## src/rtl/scc_defs.svh

```systemverilog
// Offsets, field positions, reset values and timing counts of the SPI control block
`ifndef SCC_DEFS_SVH
`define SCC_DEFS_SVH

// ============================================================
// Register byte offsets
`define SCC_ADDR_W            16
`define SCC_OFS_MASTER_CTRL   16'hF800
`define SCC_OFS_CTRL_ZERO     16'hF804
`define SCC_OFS_GAP           16'hF80C
`define SCC_OFS_IRQ_STATUS    16'hF814
`define SCC_OFS_IRQ_MASK      16'hF820

// ============================================================
// Control-zero field positions
`define SCC_TX_THR_HI         15
`define SCC_TX_THR_LO         14
`define SCC_RX_THR_HI         13
`define SCC_RX_THR_LO         12
`define SCC_IDLE_EN_BIT       11
`define SCC_OVR_EN_BIT        10
`define SCC_RXF_EN_BIT        9
`define SCC_TXF_EN_BIT        8
`define SCC_PRESCALE_BIT      4
`define SCC_ORDER_BIT         2
`define SCC_PHASE_BIT         1
`define SCC_POLARITY_BIT      0
`define SCC_CTRL_ZERO_MASK    32'h0000FF17
`define SCC_CTRL_ZERO_PROT    32'h00000017
`define SCC_CTRL_ZERO_RESET   32'h00000000

// ============================================================
// Master control, gap and interrupt layouts
`define SCC_MODE_HI           7
`define SCC_MODE_LO           6
`define SCC_MODE_RESET        2'h0
`define SCC_GAP_W             10
`define SCC_GAP_RESET         10'h000
`define SCC_IRQ_W             4
`define SCC_IRQ_IDLE          0
`define SCC_IRQ_OVR           1
`define SCC_IRQ_RXF           2
`define SCC_IRQ_TXF           3
`define SCC_IRQ_RESET         4'h0

// ============================================================
// Timing
`define SCC_PRESCALE_DIV      32
`define SCC_PRESCALE_LAST     5'h1F
`define SCC_FIFO_CNT_W        3

`endif

```

## src/rtl/scc_pkg.sv

```systemverilog
// Types shared by the SPI control block
package scc_pkg;

    // Operation mode field encodings
    typedef enum logic [1:0] {
        SCC_MODE_DONT_CARE = 2'b00,
        SCC_MODE_CONFIG    = 2'b01,
        SCC_MODE_ACTIVE    = 2'b10,
        SCC_MODE_RESERVED  = 2'b11
    } scc_mode_type;

endpackage

```

## src/rtl/scc_ctrl.sv

```systemverilog
// SPI master control and interrupt configuration block with a Wishbone slave
// Notes on behaviour
// - TX fill raised when free TX entries reach threshold code plus one.
// - RX fill raised when held RX entries reach threshold code plus one.
// - Bit 11 lets the idle condition reach the interrupt.
// - Bit 10 lets the overrun flag reach the interrupt.
// - Bit 9 lets RX fill reach the interrupt, else status only.
// - Bit 8 lets TX fill reach the interrupt, else status only.
// - Bit 4 slows the gap counter to one step per 32 clocks.
// - Bit 2 picks MSB first when set, LSB first when clear.
// - Bit 1 picks sample-then-shift or shift-then-sample clock phase.
// - Bit 0 sets the serial clock idle level high when set.
// - Bits 4, 2, 1, 0 are written only in configuration mode.
// - Control register resets to all zeros.
// - Mode field 01 is configuration, 10 active, 11 reserved.
// - Gap lasts delay value clocks, times 32 with prescaler; zero none.
// - Interrupt output is OR of the enabled source groups.
`include "scc_defs.svh"
`timescale 1ns/1ps

module scc_ctrl
    import scc_pkg::*;
(
    input  wire logic                          clk_i,
    input  wire logic                          rst_i,
    input  wire logic                          ce_i,
    // Wishbone classic slave
    input  wire logic                          wb_cyc_i,
    input  wire logic                          wb_stb_i,
    input  wire logic                          wb_we_i,
    input  wire logic [`SCC_ADDR_W-1:0]        wb_adr_i,
    input  wire logic [3:0]                    wb_sel_i,
    input  wire logic [31:0]                   wb_dat_i,
    output logic      [31:0]                   wb_dat_o,
    output logic                               wb_ack_o,
    // Shift engine and FIFO side, same clock
    input  wire logic [`SCC_FIFO_CNT_W-1:0]    tx_free_count_i,
    input  wire logic [`SCC_FIFO_CNT_W-1:0]    rx_held_count_i,
    input  wire logic                          idle_flag_i,
    input  wire logic                          overrun_flag_i,
    input  wire logic                          frame_end_i,
    // Configuration outputs
    output logic [1:0]                         operation_mode_o,
    output logic                               config_mode_o,
    output logic                               active_mode_o,
    output logic                               bit_order_select_o,
    output logic                               clock_phase_o,
    output logic                               clock_polarity_o,
    output logic                               sample_on_rise_o,
    output logic                               gap_active_o,
    output logic                               tx_fill_flag_o,
    output logic                               rx_fill_flag_o,
    output logic                               irq_o
);

    // ============================================================
    // Registers
    logic [31:0]               ctrl_zero_ff;
    logic [31:0]               nxt_ctrl_zero;
    logic [1:0]                mode_ff;
    logic [1:0]                nxt_mode;
    logic [`SCC_GAP_W-1:0]     gap_val_ff;
    logic [`SCC_GAP_W-1:0]     nxt_gap_val;
    logic [`SCC_IRQ_W-1:0]     irq_status_ff;
    logic [`SCC_IRQ_W-1:0]     nxt_irq_status;
    logic [`SCC_IRQ_W-1:0]     irq_mask_ff;
    logic [`SCC_IRQ_W-1:0]     nxt_irq_mask;
    logic                      ack_ff;
    logic [31:0]               rdata_ff;
    logic                      sample_rise_ff;
    logic                      tx_fill_ff;
    logic                      rx_fill_ff;
    logic                      irq_ff;
    logic [`SCC_GAP_W-1:0]     gap_left_ff;
    logic [`SCC_GAP_W-1:0]     nxt_gap_left;
    logic [4:0]                pre_cnt_ff;
    logic [4:0]                nxt_pre_cnt;
    logic                      gap_active_ff;
    logic                      nxt_gap_active;
    logic                      config_ff;
    logic                      nxt_config;
    logic                      active_ff;
    logic                      nxt_active;

    // ============================================================
    // Bus decode
    // Request is served at the edge where ack is already high, so a write
    // lands exactly once, on the edge the master samples ack
    wire        bus_req     = wb_cyc_i & wb_stb_i;
    wire        bus_commit  = bus_req & ack_ff;
    wire        bus_wr      = bus_commit & wb_we_i;
    wire [13:0] word_adr    = wb_adr_i[`SCC_ADDR_W-1:2];
    // Unmapped words still ack, so a stray access never hangs the bus
    wire        hit_master  = (word_adr == 14'(`SCC_OFS_MASTER_CTRL >> 2));
    wire        hit_ctrl0   = (word_adr == 14'(`SCC_OFS_CTRL_ZERO >> 2));
    wire        hit_gap     = (word_adr == 14'(`SCC_OFS_GAP >> 2));
    wire        hit_status  = (word_adr == 14'(`SCC_OFS_IRQ_STATUS >> 2));
    wire        hit_mask    = (word_adr == 14'(`SCC_OFS_IRQ_MASK >> 2));
    wire [31:0] lane_mask   = {{8{wb_sel_i[3]}}, {8{wb_sel_i[2]}},
                               {8{wb_sel_i[1]}}, {8{wb_sel_i[0]}}};
    wire [31:0] wdata_lane  = wb_dat_i & lane_mask;

    // ============================================================
    // Mode decode
    wire        in_config   = (mode_ff == SCC_MODE_CONFIG);
    // Reserved code 11 is stored but acts as neither mode

    // ============================================================
    // Control-zero write path
    // Protected lanes drop out of the write mask unless configuring
    wire [31:0] ctrl0_allow = in_config ? `SCC_CTRL_ZERO_MASK
                            : (`SCC_CTRL_ZERO_MASK & ~`SCC_CTRL_ZERO_PROT);
    wire [31:0] ctrl0_wmask = lane_mask & ctrl0_allow;
    assign nxt_ctrl_zero = (bus_wr && hit_ctrl0)
                         ? ((ctrl_zero_ff & ~ctrl0_wmask) | (wb_dat_i & ctrl0_wmask))
                         : ctrl_zero_ff;

    // Mode, gap value and mask writes
    assign nxt_mode    = (bus_wr && hit_master && wb_sel_i[0])
                       ? wb_dat_i[`SCC_MODE_HI:`SCC_MODE_LO] : mode_ff;
    assign nxt_gap_val = (bus_wr && hit_gap)
                       ? ((gap_val_ff & ~lane_mask[`SCC_GAP_W-1:0])
                          | wdata_lane[`SCC_GAP_W-1:0])
                       : gap_val_ff;
    assign nxt_irq_mask = (bus_wr && hit_mask && wb_sel_i[0])
                        ? wb_dat_i[`SCC_IRQ_W-1:0] : irq_mask_ff;

    // Flags decoded from the next mode, so they move with the mode register
    assign nxt_config   = (nxt_mode == SCC_MODE_CONFIG);
    assign nxt_active   = (nxt_mode == SCC_MODE_ACTIVE);

    // ============================================================
    // Field views
    wire [1:0]  tx_thr      = ctrl_zero_ff[`SCC_TX_THR_HI:`SCC_TX_THR_LO];
    wire [1:0]  rx_thr      = ctrl_zero_ff[`SCC_RX_THR_HI:`SCC_RX_THR_LO];
    wire        prescale_on = ctrl_zero_ff[`SCC_PRESCALE_BIT];
    // Enable bits gathered in status bit order
    wire [`SCC_IRQ_W-1:0] src_enable = {ctrl_zero_ff[`SCC_TXF_EN_BIT],
                                        ctrl_zero_ff[`SCC_RXF_EN_BIT],
                                        ctrl_zero_ff[`SCC_OVR_EN_BIT],
                                        ctrl_zero_ff[`SCC_IDLE_EN_BIT]};

    // ============================================================
    // Fill conditions
    // Code n means n+1 entries, so code 11 asks for the full depth of four
    // Counts share this clock, so they need no synchroniser
    wire [`SCC_FIFO_CNT_W-1:0] tx_need = {1'b0, tx_thr} + 3'h1;
    wire [`SCC_FIFO_CNT_W-1:0] rx_need = {1'b0, rx_thr} + 3'h1;
    wire        tx_fill_now = (tx_free_count_i >= tx_need);
    wire        rx_fill_now = (rx_held_count_i >= rx_need);

    // ============================================================
    // Sticky interrupt status
    // A source that is set in the same cycle as a write-one clear stays set
    // Clearing a still-true condition is useless: it sets again at once
    wire [`SCC_IRQ_W-1:0] irq_event = {tx_fill_now, rx_fill_now,
                                       overrun_flag_i, idle_flag_i};
    wire [`SCC_IRQ_W-1:0] irq_clear = (bus_wr && hit_status && wb_sel_i[0])
                                    ? wb_dat_i[`SCC_IRQ_W-1:0] : `SCC_IRQ_RESET;
    assign nxt_irq_status = (irq_status_ff & ~irq_clear) | irq_event;

    // Enabled sources grouped as error-or-idle, receive fill, transmit fill
    wire [`SCC_IRQ_W-1:0] irq_live = nxt_irq_status & irq_mask_ff & src_enable;
    wire        grp_err_idle = irq_live[`SCC_IRQ_IDLE] | irq_live[`SCC_IRQ_OVR];
    wire        grp_rx       = irq_live[`SCC_IRQ_RXF];
    wire        grp_tx       = irq_live[`SCC_IRQ_TXF];
    wire        nxt_irq      = grp_err_idle | grp_rx | grp_tx;

    // ============================================================
    // Interframe gap timer
    // Prescaler divides by 32 so the gap stays countable with 10 bits
    // A frame end inside a gap restarts it from the full value
    wire        pre_tick   = prescale_on ? (pre_cnt_ff == `SCC_PRESCALE_LAST) : 1'b1;
    wire        gap_start  = frame_end_i & (gap_val_ff != `SCC_GAP_RESET);
    wire        gap_last   = gap_active_ff & pre_tick
                           & (gap_left_ff == `SCC_GAP_W'(1));
    assign nxt_gap_active = gap_start | (gap_active_ff & ~gap_last);
    assign nxt_gap_left   = gap_start ? gap_val_ff
                          : (gap_active_ff & pre_tick) ? gap_left_ff - `SCC_GAP_W'(1)
                          : gap_left_ff;
    assign nxt_pre_cnt    = (gap_start || !gap_active_ff) ? 5'h00
                          : pre_cnt_ff + 5'h01;

    // ============================================================
    // Read mux
    // Unmapped words and reserved bits read as zero
    // Byte lanes are ignored on reads; the whole word is returned
    wire [31:0] rd_master = {24'h000000, mode_ff, 6'h00};
    wire [31:0] rd_gap    = {22'h000000, gap_val_ff};
    wire [31:0] rd_status = {28'h0000000, irq_status_ff};
    wire [31:0] rd_mask   = {28'h0000000, irq_mask_ff};
    wire [31:0] rd_mux    = hit_master ? rd_master
                          : hit_ctrl0  ? ctrl_zero_ff
                          : hit_gap    ? rd_gap
                          : hit_status ? rd_status
                          : hit_mask   ? rd_mask
                          : 32'h00000000;

    // Sampling edge: polarity xor phase tells which edge samples
    wire        nxt_sample_rise = ~(nxt_ctrl_zero[`SCC_POLARITY_BIT]
                                  ^ nxt_ctrl_zero[`SCC_PHASE_BIT]);

    // ============================================================
    // Bus handshake: one wait cycle, ack drops in the cycle after it
    always_ff @(posedge clk_i)
    begin
        if (rst_i)
        begin
            ack_ff   <= 1'b0;
        end
        else if (ce_i)
        begin
            ack_ff   <= bus_req & ~ack_ff;
        end
    end

    // Read data follows the address every cycle; the master takes it with ack
    always_ff @(posedge clk_i)
    begin
        if (rst_i)
        begin
            rdata_ff <= 32'h00000000;
        end
        else if (ce_i)
        begin
            rdata_ff <= rd_mux;
        end
    end

    // Control register and mode field
    always_ff @(posedge clk_i)
    begin
        if (rst_i)
        begin
            ctrl_zero_ff  <= `SCC_CTRL_ZERO_RESET;
            mode_ff       <= `SCC_MODE_RESET;
        end
        else if (ce_i)
        begin
            ctrl_zero_ff  <= nxt_ctrl_zero;
            mode_ff       <= nxt_mode;
        end
    end

    // Registered mode flags, so the outputs come straight from flops
    always_ff @(posedge clk_i)
    begin
        if (rst_i)
        begin
            config_ff     <= 1'b0;
            active_ff     <= 1'b0;
        end
        else if (ce_i)
        begin
            config_ff     <= nxt_config;
            active_ff     <= nxt_active;
        end
    end

    // Gap value, interrupt mask and sticky status
    always_ff @(posedge clk_i)
    begin
        if (rst_i)
        begin
            gap_val_ff    <= `SCC_GAP_RESET;
            irq_mask_ff   <= `SCC_IRQ_RESET;
            irq_status_ff <= `SCC_IRQ_RESET;
        end
        else if (ce_i)
        begin
            gap_val_ff    <= nxt_gap_val;
            irq_mask_ff   <= nxt_irq_mask;
            irq_status_ff <= nxt_irq_status;
        end
    end

    // Gap timer state
    always_ff @(posedge clk_i)
    begin
        if (rst_i)
        begin
            gap_active_ff <= 1'b0;
            gap_left_ff   <= `SCC_GAP_RESET;
            pre_cnt_ff    <= 5'h00;
        end
        else if (ce_i)
        begin
            gap_active_ff <= nxt_gap_active;
            gap_left_ff   <= nxt_gap_left;
            pre_cnt_ff    <= nxt_pre_cnt;
        end
    end

    // Registered fill flags, one cycle behind the live counts
    always_ff @(posedge clk_i)
    begin
        if (rst_i)
        begin
            tx_fill_ff     <= 1'b0;
            rx_fill_ff     <= 1'b0;
        end
        else if (ce_i)
        begin
            tx_fill_ff     <= tx_fill_now;
            rx_fill_ff     <= rx_fill_now;
        end
    end

    // Interrupt line and sampling edge
    always_ff @(posedge clk_i)
    begin
        if (rst_i)
        begin
            irq_ff         <= 1'b0;
            sample_rise_ff <= 1'b1;
        end
        else if (ce_i)
        begin
            irq_ff         <= nxt_irq;
            sample_rise_ff <= nxt_sample_rise;
        end
    end

    // ============================================================
    // Outputs, all straight from flops
    // Mode flags are registered copies, not decoded after the flop
    // Polarity is meant to change only with chip select released; the
    // block cannot see chip select, so it does not guard this itself
    assign wb_ack_o           = ack_ff;
    assign wb_dat_o           = rdata_ff;
    assign operation_mode_o   = mode_ff;
    assign config_mode_o      = config_ff;
    assign active_mode_o      = active_ff;
    assign bit_order_select_o = ctrl_zero_ff[`SCC_ORDER_BIT];
    assign clock_phase_o      = ctrl_zero_ff[`SCC_PHASE_BIT];
    assign clock_polarity_o   = ctrl_zero_ff[`SCC_POLARITY_BIT];
    assign sample_on_rise_o   = sample_rise_ff;
    assign gap_active_o       = gap_active_ff;
    assign tx_fill_flag_o     = tx_fill_ff;
    assign rx_fill_flag_o     = rx_fill_ff;
    assign irq_o              = irq_ff;

endmodule // scc_ctrl

```

## config.mk

```make
export PLATFORM = sky130hd
export DESIGN_NAME = scc_ctrl
export DESIGN_NICKNAME = d
export VERILOG_FILES = /design/src/rtl/scc_pkg.sv /design/src/rtl/scc_ctrl.sv
export VERILOG_INCLUDE_DIRS = /design/src /design/src/rtl
export SDC_FILE = /design/constraint.sdc
export NUM_CORES = 1
export LEC_CHECK = 0
export ABC_AREA = 1
export BUFFER_PORTS_ARGS = -buffer_cell sky130_fd_sc_hd__buf_2
export CAP_MARGIN = 20
export CORE_MARGIN = 1
export CORE_UTILIZATION = 40
export CTS_BUF_LIST = sky130_fd_sc_hd__clkbuf_8
export DETAILED_ROUTE_END_ITERATION = 8
export GPL_ROUTABILITY_DRIVEN = 0
export GPL_TIMING_DRIVEN = 0
export PLACE_DENSITY = 0.71
export SYNTH_ARGS = -nofsm -noshare
export SYNTH_HDL_FRONTEND = slang
export SYNTH_SLANG_ARGS = --single-unit
```

## constraint.sdc

```tcl
create_clock -name clk_i -period 4.4 [get_ports clk_i]
set_input_delay 0.44 -clock clk_i [delete_from_list [all_inputs] [get_ports clk_i]]
set_output_delay 0.44 -clock clk_i [all_outputs]
set_load 0.1 [all_outputs]
```

Yosys cells after proc, flatten, opt, wreduce, memory -nomap -nowiden --
Index checks and enable logic that the tools add are counted.
Storage, ports and cells: register bits after elaboration 107, bits of input ports 67, output and inout port bits 45, logic and storage cells 92
Cells by class: add/sub/neg operators 4, reduce and logical (&&, ||, !) cells 16, multiplexer cells 13, bitwise gates (word level) 30, order comparisons 2, eq/ne operators 10
Operator list (number):
- $eq A14 B14 Y1 const B | 5
- $and A32 B32 Y32 | 2
- $mux W32 | 2
- $and A32 B16 Y32 | 1
- $not A32 Y32 | 1
- $or A32 B32 Y32 | 1
- $mux W10 | 3
- $and A10 B10 Y10 | 2
- $and A4 B4 Y4 | 3
- $mux W4 | 3
- $eq A10 B1 Y1 const B | 1
- $mux W5 | 2
- $not A10 Y10 | 1
- $or A10 B10 Y10 | 1
- $reduce_bool A10 Y1 | 1
- $sub A10 B1 Y10 const B | 1
- $and A1 B1 Y1 | 8
- $logic_and A1 B1 Y1 | 8
- $reduce_and A2 Y1 | 4
- $add A2 B1 Y3 const B | 2
- $ge A3 B3 Y1 | 2
- $add A5 B1 Y5 const B | 1
- $eq A5 B5 Y1 const B | 1
- $eq A2 B1 Y1 const B | 2
- 11 further kinds | 17

Logic depth before layout (Yosys ltp) --
word-level depth 14, gate-level depth with buffers 12, gate-level depth less buffers 12

Least setup slack after synthesis --
OpenSTA, ideal clock, no wires.
kind flip-flop to flip-flop, start point reg ack_ff (netlist: wb_ack_o), end point reg active_ff (netlist: active_mode_o), stages on the path, launching flop included 7, library setup time 0.070 ns, path slack 2.357 ns, arrival time 1.973 ns, buffers on the path 0, period minus slack after synthesis 2.043 ns, required time 4.330 ns, cells stage by stage dfxtp_1 nand3_1 nor2_1 nand4_2 o211ai_2 nand2_1 a21oi_1
On the way: longest elaborated chain between the ends 6
Ends and longest elaborated chain:
- start, declared | line scc_ctrl.sv:68 | logic ack_ff;
- start signal, assigned | line scc_ctrl.sv:213 | ack_ff <= bus_req & ~ack_ff;
- $and A1 B1 Y1 | line scc_ctrl.sv:90 | wire bus_commit = bus_req & ack_ff;
- $and A1 B1 Y1 | line scc_ctrl.sv:91 | wire bus_wr = bus_commit & wb_we_i;
- $logic_and A1 B1 Y1 (2 in a row) | line scc_ctrl.sv:119 | assign nxt_mode = (bus_wr && hit_master && wb_sel_i[0])
- $mux W2 | line scc_ctrl.sv:119
- $eq A2 B2 Y1 | line scc_ctrl.sv:130 | assign nxt_active = (nxt_mode == SCC_MODE_ACTIVE);
- end signal, assigned | line scc_ctrl.sv:256 | active_ff <= nxt_active;
- end, declared | line scc_ctrl.sv:82 | logic active_ff;
No other way between the ends. A chain may end at the register's enable or synchronous reset.

==> results.sh <==
export IMPL_setup_ws_ps=2560
export IMPL_hold_ws_ps=359
export IMPL_min_path_type="input pin to flop"
export IMPL_ys_warn_count=0
export IMPL_dr_total_vias=3894
export IMPL_clk_latency_ps=360
export IMPL_synth_top_area_share_pct=36.7
export IMPL_grt_overflow=0
export IMPL_route_antenna_remaining_nets=0
export IMPL_ir_drop_mv=0.139
export IMPL_synth_cell_types=41
export IMPL_finalCriticalPeriod_ps=1840
export IMPL_fin_nets=732
export IMPL_timing_fmax_ghz=0.545
export IMPL_wl_per_cell_um=13.9
export IMPL_cts_tree="built"
export IMPL_synth_seq_cells=71
export IMPL_grt_antenna_before_repair=0
export IMPL_worst_path_max_delay_cell="dfxtp_1"
export IMPL_rows=35
export IMPL_io_pins=112
export IMPL_power_frac_clock_pct=39.0
export IMPL_p_seq_share_pct=46.8
export IMPL_critPathLaunchType="flop"
export IMPL_ys_seq_area_share_pct=36.7
export IMPL_status="finished, final reports clean"
export IMPL_dieHeight_um=100
export IMPL_leakagePower_nw=2.18
export IMPL_numPortBuffers=75
export IMPL_comb_power_share_pct=14.2
export IMPL_reg2reg_to="irq_o"
export IMPL_firstDrtPassIters=5
export IMPL_critPathArrivalTime_ps=2090
export IMPL_dieWidth_um=100
export IMPL_routed_via_density=4.95
export IMPL_grt_pass1_wl_mm=18.1
export IMPL_cts_buffers=9
export IMPL_diodes=0
export IMPL_synthesis_area_um2=3870
export IMPL_synthCells=552
export IMPL_finalSetupViolations=0
export IMPL_hold_violations=0
export IMPL_critPathCaptureType="flop"
export IMPL_fillers=942
export IMPL_power_internal_mw=0.988
export IMPL_slew_headroom_pct=59.5
export IMPL_die_area_um2=10100
export IMPL_synth_top_cells_by_area="dfxtp_1 (37%), nand2_1 (10%), a21oi_1 (7.2%)"
export IMPL_path_cells="ha_1 > inv_1 > ha_1 > a21o_1 > a21oi_1 > nand2_1 > nand2_1 > nand3_1 > nor2_1 > nor2_1"
export IMPL_power_switching_mw=0.409
export IMPL_drt_initial_drc_count=229
export IMPL_swShare_pct=29.3
export IMPL_drc=0
export IMPL_slowest_delay_ps=340
export IMPL_clock_skew_ps=8.09
export IMPL_setup_tns_ps=0
export IMPL_r2r_setup_slack_ps=2560
export IMPL_max_slew_worst_pin_slew_ps=608
export IMPL_cts_hold_buffers=0
export IMPL_pre_cts_ws_ps=2470
export IMPL_crit_fanout=3
export IMPL_totalWireLength_mm=10.9
export IMPL_slew_violations=0
export IMPL_cts_resized=0
export IMPL_crit_type="flop to flop"
export IMPL_crit_required_ps=4650
export IMPL_ctsRootBufferMaster="clkbuf_8"
export IMPL_grt_pass1_vias=3797
export IMPL_rsz0062_at_grt="no"
export IMPL_grt_usage_pct=23.3
export IMPL_rr_worst_depth=10
export IMPL_powerDensity_nw_per_um2=299
export IMPL_avgSynthCellArea_um2=7.01
export IMPL_critical_path_top_delay_family="adder cells"
export IMPL_crit_buf_inv=1
export IMPL_holdPathStages=3
export IMPL_core_area_um2=9330
export IMPL_grt_max_degree=13
export IMPL_finalCritPeriodShare_pct=41.7
export IMPL_maxCapViolCount=0
export IMPL_clock_sinks=71
export IMPL_synth_area_leader_cell="dfxtp_1"
export IMPL_htreeDepth=3
export IMPL_cts_setup_buffers=0
export IMPL_start_util_pct=41.5
export IMPL_syn_to_final_growth_pct=20.7
export IMPL_drive_gt1_share_pct=21.9
export IMPL_clock_path_buffers=2
export IMPL_min_from="wb_dat_i[13]"
export IMPL_dp_hpwl_mm=8.48
export IMPL_clk_pin_slew_worst_paths_ps=80
[cell families after synthesis]
group	count (synthesis)	share of synthesized area [%]
flops	71	36.7
compound gates	126	17.6
fa+ha+maj	12	3.88
buf+inv	108	12.8
other cells	1	0.0969
xor+xnor	7	1.58
simple gates	227	27.4
[per-layer routing]
metal | up-vias | track usage, % | share of wire, % | wire, µm
met3 | 27 | 5.15 | 6.6 | 720
met2 | 150 | 39.1 | 48 | 5210
met4 | 0 | 10.3 | 3.2 | 351
li1 | 1970 | - | - | -
met5 | - | 0 | 0 | 0
met1 | 1747 | 28.7 | 42 | 4650
[power groups by stage]
stage	Sequential, mW	Combinational, mW	Clock, mW
floorplan	0.693	0.122	0
global placement	0.669	0.194	0
detailed placement	0.669	0.196	0
CTS	0.654	0.197	0.554
global route	0.655	0.212	0.584
finish	0.654	0.198	0.545
[stage by stage]
step / cell area (µm²) / cells / util, % / total power [mW]
3_3_place_gp: 4460 / 771 / 47.9 / 0.863
4_1_cts: 4670 / 787 / 50.1 / 1.41
6_report: 4670 / 787 / 50.1 / 1.40
3_5_place_dp: 4460 / 771 / 47.9 / 0.866
5_1_grt: 4670 / 787 / 50.1 / 1.45
2_1_floorplan: 3930 / 567 / - / 0.815
[worst max-delay path by stage]
| stage | to | slack [ps] | cells after the start |
|---|---|---|---|
| after floorplan | active_mode_o | 2360 | 6 |
| after global placement | flop | 2520 | 6 |
| after detailed placement | flop | 2470 | 6 |
| after CTS | irq_o | 2540 | 10 |
| after global routing | gap_left_ff[2] | 2380 | 11 |
| final | irq_o | 2560 | 10 |
[tightest hold or removal path: cells and delay by family]
family                 cells  cell delay [ps]
AOI/OAI and AO/OA          2              170
buffers and inverters      1               80
[cells in the final DEF, fill, tap and decap left out, types with 5 or more instances in the layout]
master and n:
conb_1 16, buf_2 80, dfxtp_1 71, ha_1 12, nand4_1 9, nor2_1 54
buf_4 17, nor2_4 5, o21ai_0 47, inv_1 66, nand3_1 31, nand2_1 103
a21oi_1 56, inv_2 5, o21ai_1 6, xor2_1 5, nor3_1 8, clkbuf_8 11
clkbuf_1 11
[Yosys cell counts]
cell / instances
o22ai_1: 3
nor4_2: 1
nand2_1: 103
o21ai_2: 1
clkinv_1: 1
conb_1: 1
nor2_2: 1
inv_2: 5
a21o_1: 1
nor3_4: 1
buf_2: 5
clkbuf_1: 11
nand4_4: 1
xor2_1: 5
a21oi_1: 56
or2_2: 2
inv_4: 2
a21oi_2: 1
o21ai_1: 6
nor2_1: 54
buf_6: 2
buf_4: 17
nor3_1: 8
nand3_2: 1
a31oi_1: 3
ha_1: 12
or2_0: 3
xnor2_1: 2
nor2_4: 5
dfxtp_1: 71
o211ai_1: 3
nand4_2: 1
nand3_1: 31
nand4_1: 9
nand2_2: 3
a211oi_1: 2
o211ai_2: 2
inv_1: 65
o21ai_0: 47
o41ai_1: 1
nand2_4: 3
[layout make-up]
cell class	count	area [µm²]	share of cell area, %
Multi-Input combinational cell	388	2010	43.0
Sequential cell	71	1420	30.4
Timing Repair Buffer	75	375	8.03
Inverter	73	279	5.97
Buffer	35	216	4.63
Tap cell	129	161	3.45
Clock buffer	11	151	3.24
Clock inverter	5	57.6	1.23
Note: power is estimated with default switching activity, not from simulation.
